### src/design/msi_map_pkg.sv
// constants and types for the msi source identifier mapper
//
// Behaviour
// - every msi master gets a device identifier
// - processor or untrusted writes are illegal, never impersonate
// - msi outside own group is illegal
// - illegal: ignore, abort, or alias-free identifier
// - translation unit forwards stream identifier unchanged
// - stream to device mapping is one-to-one
// - device id is stream id plus offset
// - root complex stream id from requester id
// - requester id field is sixteen bits wide
// - direct root complex uses identity or offset
// - mapping frozen after initialization, no driver setup
// - device identifiers unique within group
// - no discovery interface is exposed
// - whole requester space reserved for hot-plug
package msi_map_pkg;

  // ----------------------------------------------------------------
  // widths
  // ----------------------------------------------------------------
  localparam int RID_W    = 16;   // requester id field width n
  localparam int STREAM_W = 32;   // stream identifier width
  localparam int DEV_W    = 32;   // device identifier width
  localparam int B_W      = STREAM_W - RID_W;
  localparam int GROUP_W  = 4;    // translation unit group number
  localparam int DATA_W   = 32;   // msi payload width
  localparam int SEL_W    = 2;
  localparam int MODE_W   = 2;

  // ----------------------------------------------------------------
  // configuration selectors
  // ----------------------------------------------------------------
  localparam logic [SEL_W-1:0] CFG_SEL_OFS_A = 2'h0; // stream to device
  localparam logic [SEL_W-1:0] CFG_SEL_OFS_B = 2'h1; // rc stream base
  localparam logic [SEL_W-1:0] CFG_SEL_OFS_C = 2'h2; // direct rc offset
  localparam logic [SEL_W-1:0] CFG_SEL_MODE  = 2'h3; // illegal policy

  // ----------------------------------------------------------------
  // reset values
  // ----------------------------------------------------------------
  localparam logic [DEV_W-1:0]  OFS_A_RST = 32'h0000_0000;
  localparam logic [B_W-1:0]    OFS_B_RST = 16'h0000;
  localparam logic [DEV_W-1:0]  OFS_C_RST = 32'h0000_0000;
  localparam logic [MODE_W-1:0] MODE_RST  = 2'h0;
  localparam logic [RID_W-1:0]  RID_ZERO  = 16'h0000;

  // identifier that no legitimate source may carry
  localparam logic [DEV_W-1:0] ALIAS_FREE_ID = 32'hFFFF_FFFF;

  // ----------------------------------------------------------------
  // enumerations
  // ----------------------------------------------------------------
  typedef enum logic [2:0] {
    SRC_PE        = 3'h0,  // processing element
    SRC_UNTRUSTED = 3'h1,  // master with no genuine msi support
    SRC_TRUSTED   = 3'h2,  // direct master, identifier given
    SRC_ATU_DEV   = 3'h3,  // master behind translation unit
    SRC_RC_ATU    = 3'h4,  // root complex behind translation unit
    SRC_RC_DIRECT = 3'h5   // root complex without translation unit
  } src_kind_e;

  typedef enum logic [MODE_W-1:0] {
    ILL_WRITE_IGNORED = 2'h0,
    ILL_ABORT         = 2'h1,
    ILL_ALIAS_FREE    = 2'h2
  } ill_mode_e;

  // gray-coded configuration lock
  typedef enum logic [1:0] {
    CFG_OPEN   = 2'b00,
    CFG_LOCKED = 2'b01
  } cfg_state_e;

endpackage

### src/design/msi_source_id_mapper.sv
// msi source identifier mapper: stream and device identifier derivation
`timescale 1ns/10ps
module msi_source_id_mapper (
  // clock and reset
  input  wire logic                               i_clk,
  input  wire logic                               i_rst_b,
  // initialization-time configuration, write only
  input  wire logic                               i_cfg_we,
  input  wire logic [msi_map_pkg::SEL_W-1:0]      i_cfg_sel,
  input  wire logic [msi_map_pkg::DEV_W-1:0]      i_cfg_data,
  input  wire logic                               i_init_done,
  // msi write request
  input  wire logic                               i_req_valid,
  input  wire logic [2:0]                         i_req_kind,
  input  wire logic [msi_map_pkg::RID_W-1:0]      i_req_requester_id,
  input  wire logic [msi_map_pkg::STREAM_W-1:0]   i_req_stream_id,
  input  wire logic [msi_map_pkg::DEV_W-1:0]      i_req_direct_id,
  input  wire logic [msi_map_pkg::GROUP_W-1:0]    i_req_src_group,
  input  wire logic [msi_map_pkg::GROUP_W-1:0]    i_req_dst_group,
  input  wire logic [msi_map_pkg::DATA_W-1:0]     i_req_data,
  // translation unit output
  output logic                                    o_atu_stream_valid,
  output logic      [msi_map_pkg::STREAM_W-1:0]   o_atu_stream_id,
  // msi towards the interrupt translation unit
  output logic                                    o_msi_valid,
  output logic      [msi_map_pkg::DEV_W-1:0]      o_msi_device_id,
  output logic      [msi_map_pkg::DATA_W-1:0]     o_msi_data,
  // write completion towards the master
  output logic                                    o_wr_done,
  output logic                                    o_wr_abort,
  output logic                                    o_wr_illegal,
  // status
  output logic                                    o_cfg_locked
);

  // ----------------------------------------------------------------
  // declarations
  // ----------------------------------------------------------------
  msi_map_pkg::cfg_state_e                 cfg_state_r;
  logic                                    locked;
  logic [msi_map_pkg::DEV_W-1:0]           ofs_a;
  logic [msi_map_pkg::B_W-1:0]             ofs_b;
  logic [msi_map_pkg::DEV_W-1:0]           ofs_c;
  logic [msi_map_pkg::MODE_W-1:0]          mode_q;
  logic                                    we_a;
  logic                                    we_b;
  logic                                    we_c;
  logic                                    we_m;

  logic [msi_map_pkg::STREAM_W-1:0]        rid_ext;
  logic [msi_map_pkg::STREAM_W-1:0]        rc_base;
  logic [msi_map_pkg::STREAM_W-1:0]        rc_stream;
  logic [msi_map_pkg::STREAM_W-1:0]        stream_nxt;
  logic                                    illegal_nxt;
  logic                                    behind_atu_nxt;

  logic                                    s1_valid_r;
  msi_map_pkg::src_kind_e                  s1_kind_r;
  logic                                    s1_illegal_r;
  logic                                    s1_atu_r;
  logic [msi_map_pkg::STREAM_W-1:0]        s1_stream_r;
  logic [msi_map_pkg::DEV_W-1:0]           s1_rid_ext_r;
  logic [msi_map_pkg::DEV_W-1:0]           s1_direct_r;
  logic [msi_map_pkg::DATA_W-1:0]          s1_data_r;

  logic [msi_map_pkg::DEV_W-1:0]           atu_dev_id;
  logic [msi_map_pkg::DEV_W-1:0]           rc_dev_id;
  logic [msi_map_pkg::DEV_W-1:0]           legal_id;
  logic                                    clash;
  logic                                    send_msi_nxt;
  logic                                    done_nxt;
  logic                                    abort_nxt;
  logic [msi_map_pkg::DEV_W-1:0]           out_id_nxt;

  // ----------------------------------------------------------------
  // configuration lock
  // ----------------------------------------------------------------

  // lock closes at end of init and holds until reset
  always_ff @(posedge i_clk or negedge i_rst_b) begin
    if (!i_rst_b) begin
      cfg_state_r <= msi_map_pkg::CFG_OPEN;
    end else begin
      case (cfg_state_r)
        msi_map_pkg::CFG_OPEN: begin
          if (i_init_done) begin
            cfg_state_r <= msi_map_pkg::CFG_LOCKED;
          end
        end
        msi_map_pkg::CFG_LOCKED: begin
          cfg_state_r <= msi_map_pkg::CFG_LOCKED;
        end
        default: begin
          cfg_state_r <= msi_map_pkg::CFG_LOCKED;
        end
      endcase
    end
  end

  assign locked = (cfg_state_r != msi_map_pkg::CFG_OPEN);

  // status flop for software-free observation of the lock
  always_ff @(posedge i_clk or negedge i_rst_b) begin
    if (!i_rst_b) begin
      o_cfg_locked <= 1'b0;
    end else begin
      o_cfg_locked <= locked;
    end
  end

  // ----------------------------------------------------------------
  // configuration storage, write only, nothing reads it back
  // ----------------------------------------------------------------

  // select decode; no readback path exists
  assign we_a = i_cfg_we && (i_cfg_sel == msi_map_pkg::CFG_SEL_OFS_A);
  assign we_b = i_cfg_we && (i_cfg_sel == msi_map_pkg::CFG_SEL_OFS_B);
  assign we_c = i_cfg_we && (i_cfg_sel == msi_map_pkg::CFG_SEL_OFS_C);
  assign we_m = i_cfg_we && (i_cfg_sel == msi_map_pkg::CFG_SEL_MODE);

  // offset added to every stream identifier
  cfg_lock_reg #(
    .W   (msi_map_pkg::DEV_W),
    .RST (msi_map_pkg::OFS_A_RST)
  ) u_ofs_a (
    .i_clk    (i_clk),
    .i_rst_b  (i_rst_b),
    .i_we     (we_a),
    .i_locked (locked),
    .i_data   (i_cfg_data),
    .o_q      (ofs_a)
  );

  // root complex stream base, scaled by two to the n
  cfg_lock_reg #(
    .W   (msi_map_pkg::B_W),
    .RST (msi_map_pkg::OFS_B_RST)
  ) u_ofs_b (
    .i_clk    (i_clk),
    .i_rst_b  (i_rst_b),
    .i_we     (we_b),
    .i_locked (locked),
    .i_data   (i_cfg_data[msi_map_pkg::B_W-1:0]),
    .o_q      (ofs_b)
  );

  // offset for a root complex with no translation unit
  cfg_lock_reg #(
    .W   (msi_map_pkg::DEV_W),
    .RST (msi_map_pkg::OFS_C_RST)
  ) u_ofs_c (
    .i_clk    (i_clk),
    .i_rst_b  (i_rst_b),
    .i_we     (we_c),
    .i_locked (locked),
    .i_data   (i_cfg_data),
    .o_q      (ofs_c)
  );

  // policy for illegal writes
  cfg_lock_reg #(
    .W   (msi_map_pkg::MODE_W),
    .RST (msi_map_pkg::MODE_RST)
  ) u_mode (
    .i_clk    (i_clk),
    .i_rst_b  (i_rst_b),
    .i_we     (we_m),
    .i_locked (locked),
    .i_data   (i_cfg_data[msi_map_pkg::MODE_W-1:0]),
    .o_q      (mode_q)
  );

  // ----------------------------------------------------------------
  // stage 1: classify and form the stream identifier
  // ----------------------------------------------------------------

  // full 16-bit requester space is mapped, hot-plug included
  assign rid_ext = {{msi_map_pkg::B_W{1'b0}}, i_req_requester_id};
  assign rc_base = {ofs_b, msi_map_pkg::RID_ZERO};

  // zero-extended requester id plus base times two to the n
  id_offset_adder #(
    .W (msi_map_pkg::STREAM_W)
  ) u_rc_stream (
    .i_base   (rid_ext),
    .i_offset (rc_base),
    .o_sum    (rc_stream)
  );

  // legality check and stream selection
  always_comb begin
    stream_nxt     = i_req_stream_id;
    illegal_nxt    = 1'b0;
    behind_atu_nxt = 1'b0;
    case (i_req_kind)
      msi_map_pkg::SRC_PE: begin
        illegal_nxt = 1'b1;
      end
      msi_map_pkg::SRC_UNTRUSTED: begin
        illegal_nxt = 1'b1;
      end
      msi_map_pkg::SRC_TRUSTED: begin
        illegal_nxt = 1'b0;
      end
      msi_map_pkg::SRC_ATU_DEV: begin
        behind_atu_nxt = 1'b1;
        stream_nxt     = i_req_stream_id;
      end
      msi_map_pkg::SRC_RC_ATU: begin
        behind_atu_nxt = 1'b1;
        stream_nxt     = rc_stream;
      end
      msi_map_pkg::SRC_RC_DIRECT: begin
        illegal_nxt = 1'b0;
      end
      default: begin
        illegal_nxt = 1'b1;
      end
    endcase
    // wrong group never reaches the translation unit
    if (i_req_src_group != i_req_dst_group) begin
      illegal_nxt = 1'b1;
    end
  end

  // stage 1 valid
  always_ff @(posedge i_clk or negedge i_rst_b) begin
    if (!i_rst_b) begin
      s1_valid_r <= 1'b0;
    end else begin
      s1_valid_r <= i_req_valid;
    end
  end

  // stage 1 classification
  always_ff @(posedge i_clk or negedge i_rst_b) begin
    if (!i_rst_b) begin
      s1_kind_r    <= msi_map_pkg::SRC_PE;
      s1_illegal_r <= 1'b0;
      s1_atu_r     <= 1'b0;
    end else if (i_req_valid) begin
      s1_kind_r    <= msi_map_pkg::src_kind_e'(i_req_kind);
      s1_illegal_r <= illegal_nxt;
      s1_atu_r     <= behind_atu_nxt;
    end
  end

  // stage 1 identifiers and payload
  always_ff @(posedge i_clk or negedge i_rst_b) begin
    if (!i_rst_b) begin
      s1_stream_r  <= '0;
      s1_rid_ext_r <= '0;
      s1_direct_r  <= '0;
      s1_data_r    <= '0;
    end else if (i_req_valid) begin
      s1_stream_r  <= stream_nxt;
      s1_rid_ext_r <= rid_ext;
      s1_direct_r  <= i_req_direct_id;
      s1_data_r    <= i_req_data;
    end
  end

  // ----------------------------------------------------------------
  // stage 2: device identifier and outcome
  // ----------------------------------------------------------------

  // stream identifier plus fixed offset, bijective
  id_offset_adder #(
    .W (msi_map_pkg::DEV_W)
  ) u_atu_dev (
    .i_base   (s1_stream_r),
    .i_offset (ofs_a),
    .o_sum    (atu_dev_id)
  );

  // direct root complex: requester id plus offset
  id_offset_adder #(
    .W (msi_map_pkg::DEV_W)
  ) u_rc_dev (
    .i_base   (s1_rid_ext_r),
    .i_offset (ofs_c),
    .o_sum    (rc_dev_id)
  );

  // pick the identifier for a legal source
  always_comb begin
    case (s1_kind_r)
      msi_map_pkg::SRC_ATU_DEV: legal_id = atu_dev_id;
      msi_map_pkg::SRC_RC_ATU:  legal_id = atu_dev_id;
      msi_map_pkg::SRC_RC_DIRECT: legal_id = rc_dev_id;
      msi_map_pkg::SRC_TRUSTED: legal_id = s1_direct_r;
      default:                  legal_id = msi_map_pkg::ALIAS_FREE_ID;
    endcase
  end

  // a legal id landing on the reserved value is refused
  assign clash = (legal_id == msi_map_pkg::ALIAS_FREE_ID);

  // outcome: msi, ignored completion or abort
  always_comb begin
    send_msi_nxt = 1'b0;
    done_nxt     = 1'b0;
    abort_nxt    = 1'b0;
    out_id_nxt   = legal_id;
    if (s1_illegal_r) begin
      case (mode_q)
        msi_map_pkg::ILL_WRITE_IGNORED: begin
          done_nxt = 1'b1;
        end
        msi_map_pkg::ILL_ABORT: begin
          abort_nxt = 1'b1;
        end
        msi_map_pkg::ILL_ALIAS_FREE: begin
          send_msi_nxt = 1'b1;
          done_nxt     = 1'b1;
          out_id_nxt   = msi_map_pkg::ALIAS_FREE_ID;
        end
        default: begin
          abort_nxt = 1'b1;
        end
      endcase
    end else if (clash) begin
      abort_nxt = 1'b1;
    end else begin
      send_msi_nxt = 1'b1;
      done_nxt     = 1'b1;
    end
  end

  // outcome pulses, one cycle per request
  always_ff @(posedge i_clk or negedge i_rst_b) begin
    if (!i_rst_b) begin
      o_msi_valid  <= 1'b0;
      o_wr_done    <= 1'b0;
      o_wr_abort   <= 1'b0;
      o_wr_illegal <= 1'b0;
    end else begin
      o_msi_valid  <= s1_valid_r && send_msi_nxt;
      o_wr_done    <= s1_valid_r && done_nxt;
      o_wr_abort   <= s1_valid_r && abort_nxt;
      o_wr_illegal <= s1_valid_r && s1_illegal_r;
    end
  end

  // identifier travels beside its msi payload
  always_ff @(posedge i_clk or negedge i_rst_b) begin
    if (!i_rst_b) begin
      o_msi_device_id <= '0;
      o_msi_data      <= '0;
    end else if (s1_valid_r) begin
      o_msi_device_id <= out_id_nxt;
      o_msi_data      <= s1_data_r;
    end
  end

  // stream identifier as seen after the translation unit
  always_ff @(posedge i_clk or negedge i_rst_b) begin
    if (!i_rst_b) begin
      o_atu_stream_valid <= 1'b0;
      o_atu_stream_id    <= '0;
    end else begin
      o_atu_stream_valid <= s1_valid_r && s1_atu_r && !s1_illegal_r;
      if (s1_valid_r && s1_atu_r) begin
        o_atu_stream_id <= s1_stream_r;
      end
    end
  end

endmodule

### src/design/id_offset_adder.sv
// unsigned identifier plus offset, modulo the identifier width
`timescale 1ns/10ps
module id_offset_adder #(
  parameter int W = 32
) (
  // operands
  input  wire logic [W-1:0] i_base,
  input  wire logic [W-1:0] i_offset,
  // result
  output logic      [W-1:0] o_sum
);

  // modular add is a bijection for a fixed offset
  assign o_sum = i_base + i_offset;

endmodule

### src/design/cfg_lock_reg.sv
// configuration word writable only until the lock closes
`timescale 1ns/10ps
module cfg_lock_reg #(
  parameter int           W   = 32,
  parameter logic [W-1:0] RST = '0
) (
  // clock and reset
  input  wire logic         i_clk,
  input  wire logic         i_rst_b,
  // write side
  input  wire logic         i_we,
  input  wire logic         i_locked,
  input  wire logic [W-1:0] i_data,
  // stored value
  output logic      [W-1:0] o_q
);

  // writes after the lock closes are dropped
  always_ff @(posedge i_clk or negedge i_rst_b) begin
    if (!i_rst_b) begin
      o_q <= RST;
    end else if (i_we && !i_locked) begin
      o_q <= i_data;
    end
  end

endmodule

### config.mk
export PLATFORM = sky130hd
export DESIGN_NAME = msi_source_id_mapper
export DESIGN_NICKNAME = d
export VERILOG_FILES = /design/src/design/msi_map_pkg.sv /design/src/design/msi_source_id_mapper.sv /design/src/design/id_offset_adder.sv /design/src/design/cfg_lock_reg.sv
export SDC_FILE = /design/constraint.sdc
export NUM_CORES = 1
export LEC_CHECK = 0
export ABC_AREA = 1
export BUFFER_PORTS_ARGS = -buffer_cell sky130_fd_sc_hd__buf_2
export CORE_MARGIN = 2
export CORE_UTILIZATION = 50
export DETAILED_ROUTE_END_ITERATION = 12
export PLACE_DENSITY = 0.71
export SYNTH_ARGS = -nofsm -noshare
export SYNTH_HDL_FRONTEND = slang
export SYNTH_HIERARCHICAL = 1
export SYNTH_SLANG_ARGS = --single-unit
### constraint.sdc
create_clock -name i_clk -period 3.37 [get_ports i_clk]
set_input_delay 0.674 -clock i_clk [delete_from_list [all_inputs] [get_ports i_clk]]
set_output_delay 0.674 -clock i_clk [all_outputs]
set_load 0.005 [all_outputs]
* Word level (Yosys, flattened, before mapping)
Cells that the tools add are included.
** Word-level totals
- Flip-flop bits (word level) :: 304
- Latch bits :: 0
- Bits in writable memories :: 0
- Memory bits (read-only) :: 0
- Bits of input ports :: 162
- Output and inout port bits :: 102
- Logic and storage cells :: 81
- Memories kept :: 0
** Cells by class
- Add/sub/neg operators :: 3
- Multiply operators :: 0
- Divide/modulo/power cells :: 0
- $lt $le $gt $ge :: 0
- Eq/ne operators :: 15
- Shifts and indexed selects :: 0
- Mux-type cells :: 17
- Bitwise gates (word level) :: 0
- Reductions and logical operators :: 24
** Operators with widths (count)
- $mux 32 :: 3
- $pmux 32 s3 :: 1
- $add 16x32->32 :: 2
- $add 32x32->32 :: 1
- $eq 32x32->1 const B :: 1
- $logic_and 1x1->1 :: 14
- $eq 3x2->1 const B :: 4
- $eq 3x3->1 const B :: 4
- $mux 1 :: 11
- $eq 2x2->1 const B :: 3
- $logic_not 2->1 :: 3
- $reduce_or 2->1 :: 3
- $mux 2 :: 2
- $ne 4x4->1 :: 1
- $reduce_or 4->1 :: 1
- $eq 2x1->1 const B :: 1
- $logic_not 1->1 :: 2
- $ne 2x2->1 const B :: 1
- $reduce_bool 2->1 :: 1

* Longest topological paths before layout
Gate-level depths: netlist of the first run.
- Depth in word-level cells :: 7
- Depth in mapped cells :: 24
- Gate-level depth less buffers :: 24

* Hierarchy
The synthesis of the first run kept the hierarchy.
** Modules (own cells, without submodules)
- msi_source_id_mapper :: times used 1, cells an instance 1162, area an instance 9544.2 um^2, sequential area each 5530.3 um^2
- id_offset_adder (u_atu_dev ...) :: times used 2, cells an instance 494, area an instance 2384.8 um^2, sequential area each 0.0 um^2
- cfg_lock_reg (u_ofs_a ...) :: times used 2, cells an instance 140, area an instance 1370.1 um^2, sequential area each 800.8 um^2
- id_offset_adder (u_rc_stream) :: times used 1, cells an instance 491, area an instance 2323.5 um^2, sequential area each 0.0 um^2
- cfg_lock_reg (u_ofs_b) :: times used 1, cells an instance 70, area an instance 684.4 um^2, sequential area each 400.4 um^2
- cfg_lock_reg (u_mode) :: times used 1, cells an instance 10, area an instance 85.1 um^2, sequential area each 50.0 um^2

* Least setup slack after synthesis of the first run
Ideal clock, no wire load.
- Path type :: reg2reg
- Start :: register s1_rid_ext_r[0] (netlist bit)
- End :: register o_msi_valid
- Setup time :: 137 ps
- Arrival time :: 2339 ps
- Data required time :: 3233 ps
- Path slack :: 894 ps
- Stages on the path, launching flop included :: 23
- Path buffers :: 0
- Clock period less this slack :: 2476 ps
- Cells stage by stage :: dfrtp_1 > ha_1 > fa_1 > nand3_1 > nand3_2 > nand2_1 > nand2_2 > nand2_1 > nand2_2 > nand2_1 > nand3_1 > nand2_1 > nand4_1 > nand2_1 > nor2_1 > nand2_1 > nand2_1 > nor2_1 > nand2_1 > nor2_1 > nand2_1 > nand2_2 > a21oi_1
** Between the ends
- Cells in the longest elaborated chain, start to end :: 6
** RTL lines
- start: declaration :: RTL line msi_source_id_mapper.sv:62 : logic [msi_map_pkg::DEV_W-1:0] s1_rid_ext_r;
- start signal: assignment :: RTL line msi_source_id_mapper.sv:257 : s1_rid_ext_r <= rid_ext;
- $add 16x32->32 :: RTL line id_offset_adder.sv:14 : assign o_sum = i_base + i_offset;
- net rc_dev_id, one bit :: RTL line msi_source_id_mapper.sv:67 : logic [msi_map_pkg::DEV_W-1:0] rc_dev_id;
- $pmux 32 s3 :: RTL line msi_source_id_mapper.sv:287 : case (s1_kind_r)
- $eq 32x32->1 :: RTL line msi_source_id_mapper.sv:297 : assign clash = (legal_id == msi_map_pkg::ALIAS_FREE_ID);
- $mux 1 :: RTL line msi_source_id_mapper.sv:322 : end else if (clash) begin
- $mux 1 :: RTL line msi_source_id_mapper.sv:305 : if (s1_illegal_r) begin
- $logic_and 1x1->1 :: RTL line msi_source_id_mapper.sv:338 : o_msi_valid <= s1_valid_r && send_msi_nxt;
- end signal: assignment :: RTL line msi_source_id_mapper.sv:338
- end: declaration :: RTL line msi_source_id_mapper.sv:25 : output logic o_msi_valid,
The timed path passes the listed nets, and every way through them passes these cells.
A chain may end at the register's enable or synchronous reset.

* Worst setup path in the final report of the first run
- Start :: register s1_rid_ext_r[0] (netlist bit)
- End :: register o_wr_abort
** Between the ends
- Cells in the longest elaborated chain, start to end :: 6
** RTL lines
- $add 16x32->32 :: RTL line id_offset_adder.sv:14
- net rc_dev_id, one bit :: RTL line msi_source_id_mapper.sv:67
- $pmux 32 s3 :: RTL line msi_source_id_mapper.sv:287
- $eq 32x32->1 :: RTL line msi_source_id_mapper.sv:297
- $mux 1 :: RTL line msi_source_id_mapper.sv:322
- $mux 1 :: RTL line msi_source_id_mapper.sv:305
- $logic_and 1x1->1 :: RTL line msi_source_id_mapper.sv:340 : o_wr_abort <= s1_valid_r && abort_nxt;
- end signal: assignment :: RTL line msi_source_id_mapper.sv:340
- end: declaration :: RTL line msi_source_id_mapper.sv:30 : output logic o_wr_abort,
The timed path passes the listed nets, and every way through them passes these cells.

==> summary.md, run 1 <==
| Metric | Value |
|---|---|
| Run status | complete, no violations |
| Worst slew margin | 26.0% |
| P&R area growth vs syn | 15.4% |
| Worst Max-Slew Pin Slew | 1.10 ns |
| Peak supply drop | 0.393 mV |
| Count of different cell masters after synthesis | 40 |
| Starting density of the core | 50.7% |
| Number of cells on the worst reg-to-reg path | 21 |
| Tmin final | 3.10 ns |
| HP Class | in2async |
| Wirelength, routed | 68100 um |
| Final Setup Violations | 0 |
| Reg2reg setup slack | 0.27 ns |
| Final hold slack | 0.0911 ns |
| Mapped Avg Cell Area | 6.71 um^2 |
| Routed wire per std cell | 17.8 um |
| Core Box Area | 0.0397 mm^2 |
| Nature of the critical path endpoint | flop |
| Vias in the first global route | 18986 |
| Avg Vias per Cell | 5.12 |
| FF-to-FF Start | s1_rid_ext_r[0] |
| Async S/R FF share, synth | 100% |
| Number of flops mapped to enable cells by yosys | 0 |
| Clock sinks | 303 |
| Hold_buf cts | 0 |
| TNS Setup | 0 ns |
| Top-count cell post-synth | nand2_1 |
| Clock Latency Late Sink | 0.56 ns |
| Die width | 205 um |
| DR vias | 19631 |
| Clk pwr share | 38.5% |
| P_int | 0.00740 W |
| Core Rows | 73 |
| Met2 GRT Util | 52.6% |
| Synth area leaders | dfrtp_1 (38%), nand2_1 (23%), inv_1 (8.1%) |
| CTS Buf Count | 37 |
| Maximum number of pins on one net before global-route repair | 183 |
| Worst Clk Skew | 0.0260 ns |
| Share of the yosys chip area belonging to registers | 37.6% |
| Synth top area share | 37.6% |
| Crit path kind | reg2reg |
| IO Count | 264 |
| Worst-path maximum fanout | 4 |
| HPWL after detailed placement | 54000 um |
| Routed Antenna Nets | 0 |
| GRT overflow | 0 |
| Nets | 3536 |
| Sw Ratio | 32.3% |
| Synth Register Bits | 303 |
| RR Endpoint | o_wr_abort |
| Pins over their slew limit | 0 |
| Max clock buf depth | 3 |
| Part of the cycle the worst path needs | 92.1% |
| FILL cells | 3953 |
| Met1 usage | 44.7% |
| Synth Cell Area | 0.0201 mm^2 |
| WP data required | 3.87 ns |
| Initial antenna violation count | 3 |
| Max H-tree Level | 2 |
| Post-synth top flop | dfrtp_1 |
| Placed Area | 0.0220 mm^2 |
| F_max | 0.322 GHz |
| Combinational share of power | 22.2% |
| Die ar. | 0.0419 mm^2 |
| Post-CTS sizing | 0 |
| Post-route DRC | 0 |
| Reg power frac | 39.3% |
| LEAKAGE | 13.9 nW |
| GR Util met3 | 4.58% |
| Post-synth top area cell | dfrtp_1 |
| I/O Buffers | 263 |
| RSZ-0062 raised after global routing | false |
| Fin. Hold Viols | 0 |
| RD Place Congestion | 1.02 |
| Startpoint types | flop |
| CTS root buffer | clkbuf_16 |
| Switching pwr | 0.00353 W |
| Share of layout cells above drive strength 1 | 13.7% |
| Busiest grt layer | met2 |
| CTS tree | yes |
| Fin area | 0.0233 mm^2 |
| Total Routing Usage GR | 32.8% |
| First-pass GRT wire length | 105000 um |
| Pwr dens | 470 mW/mm^2 |
| Max-Cap Viols | 0 |
| Setup Buffers After CTS | 0 |
| Synth cell count leaders | nand2_1 (1238), inv_1 (436), dfrtp_1 (303) |
| Die Span Y | 205 um |
| Worst EP arrival | 3.60 ns |
| Initial DRT Pass Iterations | 5 |
| DRT iter0 DRCs | 1524 |
| Cell count after synthesis | 3001 |
| Synth warn | 6 |
| Clock transition at path regs | 0.06 ns |
kinds of logic (layout without fill, tap and decap cells):
family	after synthesis	after routing	share of synthesized area, %
fa+ha+maj	96	96	6.07
compound gates	236	236	6.51
xor+xnor	52	52	2.26
simple gates	1771	1771	36.2
other cells	1	50	0.0186
flops	303	303	37.6
buf+inv	542	799	11.3
flip-flops by register name, summed over array words and instances, names as in the netlist, 16 cells and up:
| signal | cells |
|---|---|
| s1_rid_ext_r | 16 |
| o_msi_device_id | 32 |
| u_ofs_a/o_q | 32 |
| o_atu_stream_id | 32 |
| s1_stream_r | 32 |
| s1_direct_r | 32 |
| o_msi_data | 32 |
| s1_data_r | 32 |
| u_ofs_b/o_q | 16 |
| u_ofs_c/o_q | 32 |
layout by cell type (no fill, tap or decap), types with 44 or more instances in the layout:
cell,count
conb_1,49
xor2_1,44
nand2_2,64
nor2_1,220
ha_1,93
nand2_1,1237
nand3_1,171
buf_2,261
inv_1,436
o21ai_0,98
dfrtp_1,302
a21oi_1,60
o22ai_1,63
how the worst max path moves through the flow:
stage	endpoint	startpoint	cells past startpoint	slack, ns
2_1_floorplan	o_msi_valid	s1_rid_ext_r[0]	22	0.89
3_3_place_gp	o_wr_abort	u_ofs_c/o_q[0]	21	0.31
3_5_place_dp	o_wr_abort	s1_rid_ext_r[0]	21	0.35
4_1_cts	o_wr_abort	s1_rid_ext_r[0]	21	0.34
5_1_grt	o_wr_abort	s1_rid_ext_r[0]	19	0.06
6_report	o_wr_abort	s1_rid_ext_r[0]	21	0.27
layer usage:
| metal | wire (um) | part of all wire [%] | vias to the layer above |
|---|---|---|---|
| met5 | 13 | 0.019 | - |
| met4 | 2720 | 4.0 | 2 |
| met3 | 4160 | 6.1 | 117 |
| met2 | 30600 | 45 | 675 |
| met1 | 30600 | 45 | 9070 |
| li1 | - | - | 9767 |
per-stage QoR:
| step | setup slack (ns) | total power, W | utilization (%) | instances |
|---|---|---|---|---|
| detailed placement | 0.351 | 0.00670 | 55.2 | 3764 |
| global placement | 0.311 | 0.00667 | 55.2 | 3764 |
| finish | 0.267 | 0.0109 | 58.5 | 3832 |
| floorplan | 0.894 | 0.00570 | - | 3049 |
| global route | 0.0612 | 0.0115 | 58.5 | 3831 |
| CTS | 0.337 | 0.0109 | 58.5 | 3831 |
cell type report:
cell class                      count  area [um^2]  area share (%)
Inverter                          448         1690            7.26
Clock buffer                       50         1060            4.54
Tap cell                          525          657            2.83
Sequential cell                   303         7580            32.6
Timing Repair Buffer              284         1540            6.61
Clock inverter                     17          243            1.04
Antenna cell                        1         2.50          0.0108
Multi-Input combinational cell   2204        10500            45.1
critical path: stages, from the launching register on:
cell and delay [ns]:
dfrtp_1 0.39, ha_1 0.28, fa_1 0.49, nand3_1 0.14
nand3_2 0.09, nand2_1 0.08, nand2_2 0.09, nand2_1 0.09
nand2_2 0.09, xor2_1 0.25, nand4_1 0.14, nand2_1 0.11
nor2_1 0.06, nand2_1 0.11, nand2_1 0.07, nor2_1 0.10
nand2_1 0.06, nor2_1 0.08, nand2_1 0.10, nand2_2 0.08
nand2_1 0.06, nor2_2 0.06
power by group through the flow:
stage	sequential, W	combinational [W]	clock, W
finish	0.00430	0.00242	0.00421
global route	0.00434	0.00272	0.00442
CTS	0.00429	0.00236	0.00427
detailed placement	0.00435	0.00235	0
global placement	0.00434	0.00233	0
floorplan	0.00428	0.00141	0
Power figures use the tool's default switching activity.
==> run 2: changes to the inputs <==
--- a/config.mk
+++ b/config.mk
@@ -11,6 +11,7 @@
 export CORE_UTILIZATION = 50
 export DETAILED_ROUTE_END_ITERATION = 12
 export PLACE_DENSITY = 0.71
+export REMOVE_ABC_BUFFERS = 1
 export SYNTH_ARGS = -nofsm -noshare
 export SYNTH_HDL_FRONTEND = slang
 export SYNTH_HIERARCHICAL = 1
==> run 2 against run 1 <==
  * Maximum frequency increased by 0.41%
  * Register-to-register slack is essentially flat
  * Critical path depth shrank 1
  * Critical endpoint is now o_wr_done
  * Largest cell class unchanged
==> summary.md, run 2 (synthesized netlist as in run 1, its figures left out) <==
| Metric | Value |
|---|---|
| Initial DRT Pass Iterations | 8 (+3) |
| Sw Ratio | 32.3% (about the same) |
| CTS tree | yes |
| Most frequent cells in the layout | nand2_1 (1237), inv_1 (436), dfrtp_1 (302) |
| RD Place Congestion | 1.03 (+0.83%) |
| FF-to-FF Start | u_ofs_c/o_q[0] |
| Max layer used | met4 |
| Met3 WL post-DR | 4420 um (+6.3%) |
| DRT iter0 DRCs | 1765 (+16%) |
| Combinational share of power | 22.7% (+0.5 points) |
| FILL cells | 3954 (+0.025%) |
| Slowest stage delay, CP | 0.45 ns (-0.04 ns) |
| Antenna Cells | 0 (-1) |
| Pwr dens | 461 mW/mm^2 (-2.0%) |
| HPWL after detailed placement | 53400 um (-1.1%) |
| Routed wire per std cell | 17.7 um (-0.42%) |
| Worst slew margin | 14.2% (-12 points) |
| I/O Buffers | 263 (unchanged) |
| Clock sinks | 303 (unchanged) |
| Worst Clk Skew | 0.0221 ns (-0.00390 ns) |
| Initial antenna violation count | 1 (-2) |
| P_int | 0.00722 W (-2.4%) |
| Die Span Y | 205 um (unchanged) |
| Crit path kind | reg2reg |
| Fin area | 0.0232 mm^2 (-0.42%) |
| Core Rows | 73 (unchanged) |
| Post-CTS sizing | 0 (unchanged) |
| Reg power frac | 40.3% (+1.0 points) |
| Clock transition at path regs | 0.07 ns (about the same) |
| Nature of the critical path endpoint | flop |
| Routed Antenna Nets | 0 (unchanged) |
| Met2 wire len | 30000 um (-1.9%) |
| Core Box Area | 0.0397 mm^2 (unchanged) |
| Most common cell after layout, fill and taps aside | nand2_1 |
| CTS root buffer | clkbuf_16 |
| Final Setup Violations | 0 (unchanged) |
| Setup slack after layout | 0.280 ns (+0.0127 ns) |
| Max H-tree Level | 2 (unchanged) |
| LEAKAGE | 13.9 nW (-0.28%) |
| Max clock buf depth | 3 (unchanged) |
| Seq. cell area | 0.00758 mm^2 (unchanged) |
| Fin. Hold Viols | 0 (unchanged) |
| Vias in the first global route | 18709 (-1.5%) |
| Worst EP arrival | 3.48 ns (-0.12 ns) |
| Maximum number of pins on one net before global-route repair | 183 (unchanged) |
| Worst-path maximum fanout | 4 (unchanged) |
| Clk pwr share | 37.0% (-1.5 points) |
| DR vias | 19692 (+0.31%) |
| CTS Buf Count | 35 (-5.4%) |
| Wirelength, routed | 67700 um (-0.50%) |
| Slowest stage cell, crit path | fa_1 |
| Peak supply drop | 0.388 mV (-1.2%) |
| P&R area growth vs syn | 14.9% |
| Run status | complete, no violations |
| Final hold slack | 0.130 ns (+0.0391 ns) |
| Worst Setup SP | u_ofs_c/o_q[0] |
| Startpoint types | flop |
| Power, Total | 0.0107 W (-2.5%) |
| Setup Buffers After CTS | 0 (unchanged) |
| RSZ-0062 raised after global routing | false |
| Hold_buf cts | 0 (unchanged) |
| F_max | 0.324 GHz (+0.41%) |
| Clock Latency Late Sink | 0.55 ns (about the same) |
| Total Routing Usage GR | 32.6% (-0.26 points) |
| Met1 WL | 30200 um (-1.5%) |
| Avg Vias per Cell | 5.14 (+0.39%) |
| Placed Area | 0.0220 mm^2 (about the same) |
| HP Class | in2async |
| Part of the cycle the worst path needs | 91.7% (-0.38 points) |
| Worst Max-Slew Pin Slew | 1.29 ns (+0.183 ns) |
| Nets | 3535 (-0.028%) |
| Top cell by count, worst path | nand2_1 |
| Tmin final | 3.09 ns (-0.0127 ns) |
| Crit path cell chain | ha_1 > fa_1 > nand3_1 > nand3_2 > nand2_1 > nand2_2 > nand2_1 > nand2_2 > xor2_1 > nand4_1 > nand2_1 > nor2_1 > nand2_1 > nand2_1 > nor2_1 > nand2_1 > nor2_1 > nand2_1 > nand2_2 > a21oi_1 |
| First-pass GRT wire length | 104000 um (-0.88%) |
| Starting density of the core | 50.7% (unchanged) |
| Reg2reg setup slack | 0.28 ns (about the same) |
| GRT overflow | 0 (unchanged) |
| Pins over their slew limit | 0 (unchanged) |
| Share of layout cells above drive strength 1 | 13.6% (-0.11 points) |
| IO Count | 264 (unchanged) |
| Switching pwr | 0.00344 W (-2.5%) |
| Post-route DRC | 0 (unchanged) |
| WP data required | 3.76 ns (-0.11 ns) |
| Max-Cap Viols | 0 (unchanged) |
| Footprint of the multi-input gates | 0.0105 mm^2 (unchanged) |
| Die width | 205 um (unchanged) |
| DP Worst Slack | 0.361 ns (+0.00960 ns) |
| Die ar. | 0.0419 mm^2 (unchanged) |
run 2: final cells by class:
class	count	area share [%]
multi-input combinational	2204	45.3
sequential	303	32.8
inverter	448	7.30
timing repair buffer	285	6.68
clock buffer	51	4.44
tap	525	2.84
clock inverter	13	0.708
run 2: power groups by stage:
| stage | Combinational (W) | Clock, W | Sequential [W] |
|---|---|---|---|
| 5_1_grt | 0.00272 | 0.00415 | 0.00434 |
| 3_5_place_dp | 0.00234 | 0 | 0.00435 |
| 6_report | 0.00242 | 0.00394 | 0.00430 |
| 2_1_floorplan | 0.00132 | 0 | 0.00431 |
| 4_1_cts | 0.00236 | 0.00400 | 0.00429 |
| 3_3_place_gp | 0.00232 | 0 | 0.00434 |
run 2: worst max-delay path, delay by kind of cell, from the launching register on:
kind                       cells  cell delay [ns]
AOI/OAI and AO/OA              1             0.07
xor gates and xnor gates       1             0.26
adders and majority gates      2             0.68
DFF                            1             0.40
and+or+nand+nor               16             1.54
run 2: per-layer routing:
layer / GRT usage, % / up-vias
met5: 0 / -
met4: 14.3 / 0
met3: 4.04 / 124
met2: 51.1 / 664
met1: 45.2 / 9153
li1: - / 9751
run 2: path summary, 6_finish.rpt:
path	to	cells after the start
min in group i_clk	cfg_state_r[0]	2
hold reg to reg	o_msi_data[6]	2
hold / removal	s1_direct_r[27]	1
max in group asynchronous	o_msi_data[20]	2
setup reg to reg	o_wr_done	20
setup / recovery	o_wr_done	20
run 2: stage by stage:
step | util (%) | setup TNS (ns) | std cells
floorplan | - | -0.376 | 2955
global route | 58.3 | 0 | 3829
detailed placement | 55.3 | 0 | 3765
CTS | 58.3 | 0 | 3829
global placement | 55.3 | 0 | 3765
finish | 58.3 | 0 | 3829
==> run 3: changes to the inputs <==
--- a/config.mk
+++ b/config.mk
@@ -6,11 +6,10 @@
 export NUM_CORES = 1
 export LEC_CHECK = 0
 export ABC_AREA = 1
-export BUFFER_PORTS_ARGS = -buffer_cell sky130_fd_sc_hd__buf_2
 export CORE_MARGIN = 2
 export CORE_UTILIZATION = 50
 export DETAILED_ROUTE_END_ITERATION = 12
-export PLACE_DENSITY = 0.71
+export DONT_BUFFER_PORTS = 1
 export REMOVE_ABC_BUFFERS = 1
 export SYNTH_ARGS = -nofsm -noshare
 export SYNTH_HDL_FRONTEND = slang
==> run 3 against run 2 <==
  * The run now ends with negative hold slack left
  * Via count fell by 5.9%
  * Hold slack got worse by 0.30 ns
  * Clock power barely moved
  * First-iteration DRC count fell by 2.3%
  * Clock skew fell by 0.0039 ns
  * Total power fell by 4.3%
  * Maximum frequency rose by 3.1%
  * Highest routed layer is now met5
  * Setup slack improved by 0.092 ns
  * Sequential power rose by 2%
==> summary.md, run 3 (synthesized netlist as in run 1, its figures left out) <==
| Metric | Value |
|---|---|
| WP data required | 3.79 ns (+0.03 ns) |
| Worst-path maximum fanout | 4 (unchanged) |
| Max clock buf depth | 3 (unchanged) |
| FF-to-FF Start | s1_rid_ext_r[0] |
| Reg power frac | 42.8% (+2.5 points) |
| HPWL after detailed placement | 51000 um (-4.5%) |
| Most frequent cells in the layout | nand2_1 (1237), inv_1 (436), dfrtp_1 (302) |
| Final hold slack | -0.167 ns (-0.297 ns) |
| Sw Ratio | 31.7% (-0.64 points) |
| RSZ-0062 raised after global routing | false |
| Max layer used | met5 |
| Final Setup Violations | 0 (unchanged) |
| Crit path kind | reg2reg |
| Worst Clk Skew | 0.0182 ns (-0.00394 ns) |
| Startpoint types | flop |
| Max H-tree Level | 2 (unchanged) |
| F_max | 0.334 GHz (+3.1%) |
| Core Box Area | 0.0397 mm^2 (unchanged) |
| DR vias | 18528 (-5.9%) |
| Failing checks | negative hold slack |
| Clock sinks | 303 (unchanged) |
| Starting density of the core | 50.7% (unchanged) |
| Nature of the critical path endpoint | flop |
| Setup Buffers After CTS | 0 (unchanged) |
| DP Worst Slack | 0.404 ns (+0.0434 ns) |
| Reg2reg setup slack | 0.37 ns (+0.09 ns) |
| RD Place Congestion | 0.974 (-5.7%) |
| Max-Cap Viols | 0 (unchanged) |
| Die Span Y | 205 um (unchanged) |
| Total Routing Usage GR | 31.4% (-1.2 points) |
| Switching pwr | 0.00323 W (-6.2%) |
| Placed Area | 0.0205 mm^2 (-6.5%) |
| Setup slack after layout | 0.372 ns (+0.0925 ns) |
| Fin. Hold Viols | 145 (+145) |
| Most common cell after layout, fill and taps aside | nand2_1 |
| Worst EP arrival | 3.41 ns (-0.07 ns) |
| Routed Antenna Nets | 0 (unchanged) |
| Routed wire per std cell | 18.4 um (+3.8%) |
| Post-route DRC | 0 (unchanged) |
| Die width | 205 um (unchanged) |
| Share of layout cells above drive strength 1 | 6.03% (-7.6 points) |
| Met3 WL post-DR | 5560 um (+26%) |
| Worst slew margin | 10.3% (-3.8 points) |
| Peak supply drop | 0.329 mV (-15%) |
| Clock transition at path regs | 0.06 ns (about the same) |
| Nets | 3267 (-7.6%) |
| P_int | 0.00698 W (-3.4%) |
| Tmin final | 3.00 ns (-0.0925 ns) |
| Pwr dens | 470 mW/mm^2 (+2.0%) |
| GRT overflow | 0 (unchanged) |
| Number of cells on the worst reg-to-reg path | 20 (unchanged) |
| DRT iter0 DRCs | 1724 (-2.3%) |
| Wirelength, routed | 65400 um (-3.5%) |
| Die ar. | 0.0419 mm^2 (unchanged) |
| I/O Buffers | 0 (-100%) |
| Clock Latency Late Sink | 0.55 ns (about the same) |
| Combinational share of power | 18.6% (-4.1 points) |
| IO Count | 264 (unchanged) |
| Maximum number of pins on one net before global-route repair | 304 (+66%) |
| Part of the cycle the worst path needs | 89.0% (-2.7 points) |
| Vias in the first global route | 17546 (-6.2%) |
| First-pass GRT wire length | 100000 um (-4.1%) |
| RR Endpoint | o_msi_valid |
| Fin area | 0.0217 mm^2 (-6.1%) |
| Worst Max-Slew Pin Slew | 1.34 ns (+0.0526 ns) |
| Post-CTS sizing | 0 (unchanged) |
| LEAKAGE | 12.7 nW (-8.0%) |
| Run status | complete, but fails checks |
| CTS tree | yes |
| Initial antenna violation count | 5 (+4) |
| Met1 WL | 28600 um (-5.3%) |
| CTS Buf Count | 36 (+2.9%) |
| Clk pwr share | 38.6% (+1.6 points) |
| Avg Vias per Cell | 5.20 (+1.2%) |
| CTS root buffer | clkbuf_16 |
| P&R area growth vs syn | 7.87% |
| Met2 wire len | 28900 um (-3.6%) |
| Core Rows | 73 (unchanged) |
| Pins over their slew limit | 0 (unchanged) |
| Initial DRT Pass Iterations | 5 (-3) |
| HP Class | in2async |
run 3: cell count changes in the layout (fill, tap and decap cells not counted), sizes merged:
| cell | change |
|---|---|
| diode | +2 |
| clkinvlp | +1 |
| buf | -269 |
| clkbuf | -3 |
| inv | +1 |
| clkinv | +1 |
| bufinv | -1 |
run 3: cell type report:
cell class / instances / area [um^2]
fill: 4024 / 18000
clock inverter: 15 / 155
clock buffer: 48 / 1040
inverter: 448 / 1690
sequential: 303 / 7580
antenna: 2 / 5.00
timing repair buffer: 16 / 120
multi-input combinational: 2204 / 10500
tap: 525 / 657
run 3: stage by stage:
stage | setup TNS [ns] | util, % | power [W] | instances
after floorplan | -0.376 | - | 0.00562 | 2955
after global placement | 0 | 51.7 | 0.00622 | 3496
after global routing | 0 | 54.7 | 0.0107 | 3561
after detailed placement | 0 | 51.7 | 0.00625 | 3496
final | 0 | 54.7 | 0.0102 | 3561
after CTS | 0 | 54.7 | 0.0102 | 3559
run 3: worst max-delay path: stages (launching register included):
cell     delay [ns]
dfrtp_1        0.39
ha_1           0.24
fa_1           0.45
nand3_1        0.13
nand3_2        0.09
nand2_1        0.09
nand2_2        0.08
nand2_1        0.08
nand2_2        0.09
xor2_1         0.28
nand4_1        0.14
nand2_1        0.09
nor2_1         0.04
nand2_1        0.09
nand2_1        0.06
nor2_1         0.12
nand2_1        0.07
nor2_1         0.08
nand2_1        0.09
nand2_2        0.08
a21oi_1        0.06
run 3: per-layer routing:
metal	global-route usage [%]	vias up
met5	0	-
li1	-	9213
met4	11.8	6
met2	48.6	624
met1	42.3	8580
met3	7.72	105
run 3: how the worst max path moves through the flow:
| stage | start | to | slack [ns] | cells past startpoint |
|---|---|---|---|---|
| after floorplan | i_cfg_sel[1] | u_ofs_a/o_q[10] | -0.009 | 4 |
| after global placement | s1_rid_ext_r[0] | o_wr_done | 0.42 | 20 |
| after detailed placement | u_ofs_c/o_q[0] | o_msi_valid | 0.40 | 20 |
| after CTS | s1_rid_ext_r[0] | o_msi_valid | 0.39 | 20 |
| after global routing | u_ofs_c/o_q[0] | o_wr_abort | 0.12 | 21 |
| final | s1_rid_ext_r[0] | o_msi_valid | 0.37 | 20 |
run 3: power by group through the flow:
stage	Combinational [W]	Clock (W)	Sequential [W]
6_report	0.00190	0.00394	0.00437
2_1_floorplan	0.00132	0	0.00431
3_5_place_dp	0.00182	0	0.00443
4_1_cts	0.00183	0.00402	0.00437
3_3_place_gp	0.00179	0	0.00443
5_1_grt	0.00214	0.00418	0.00442
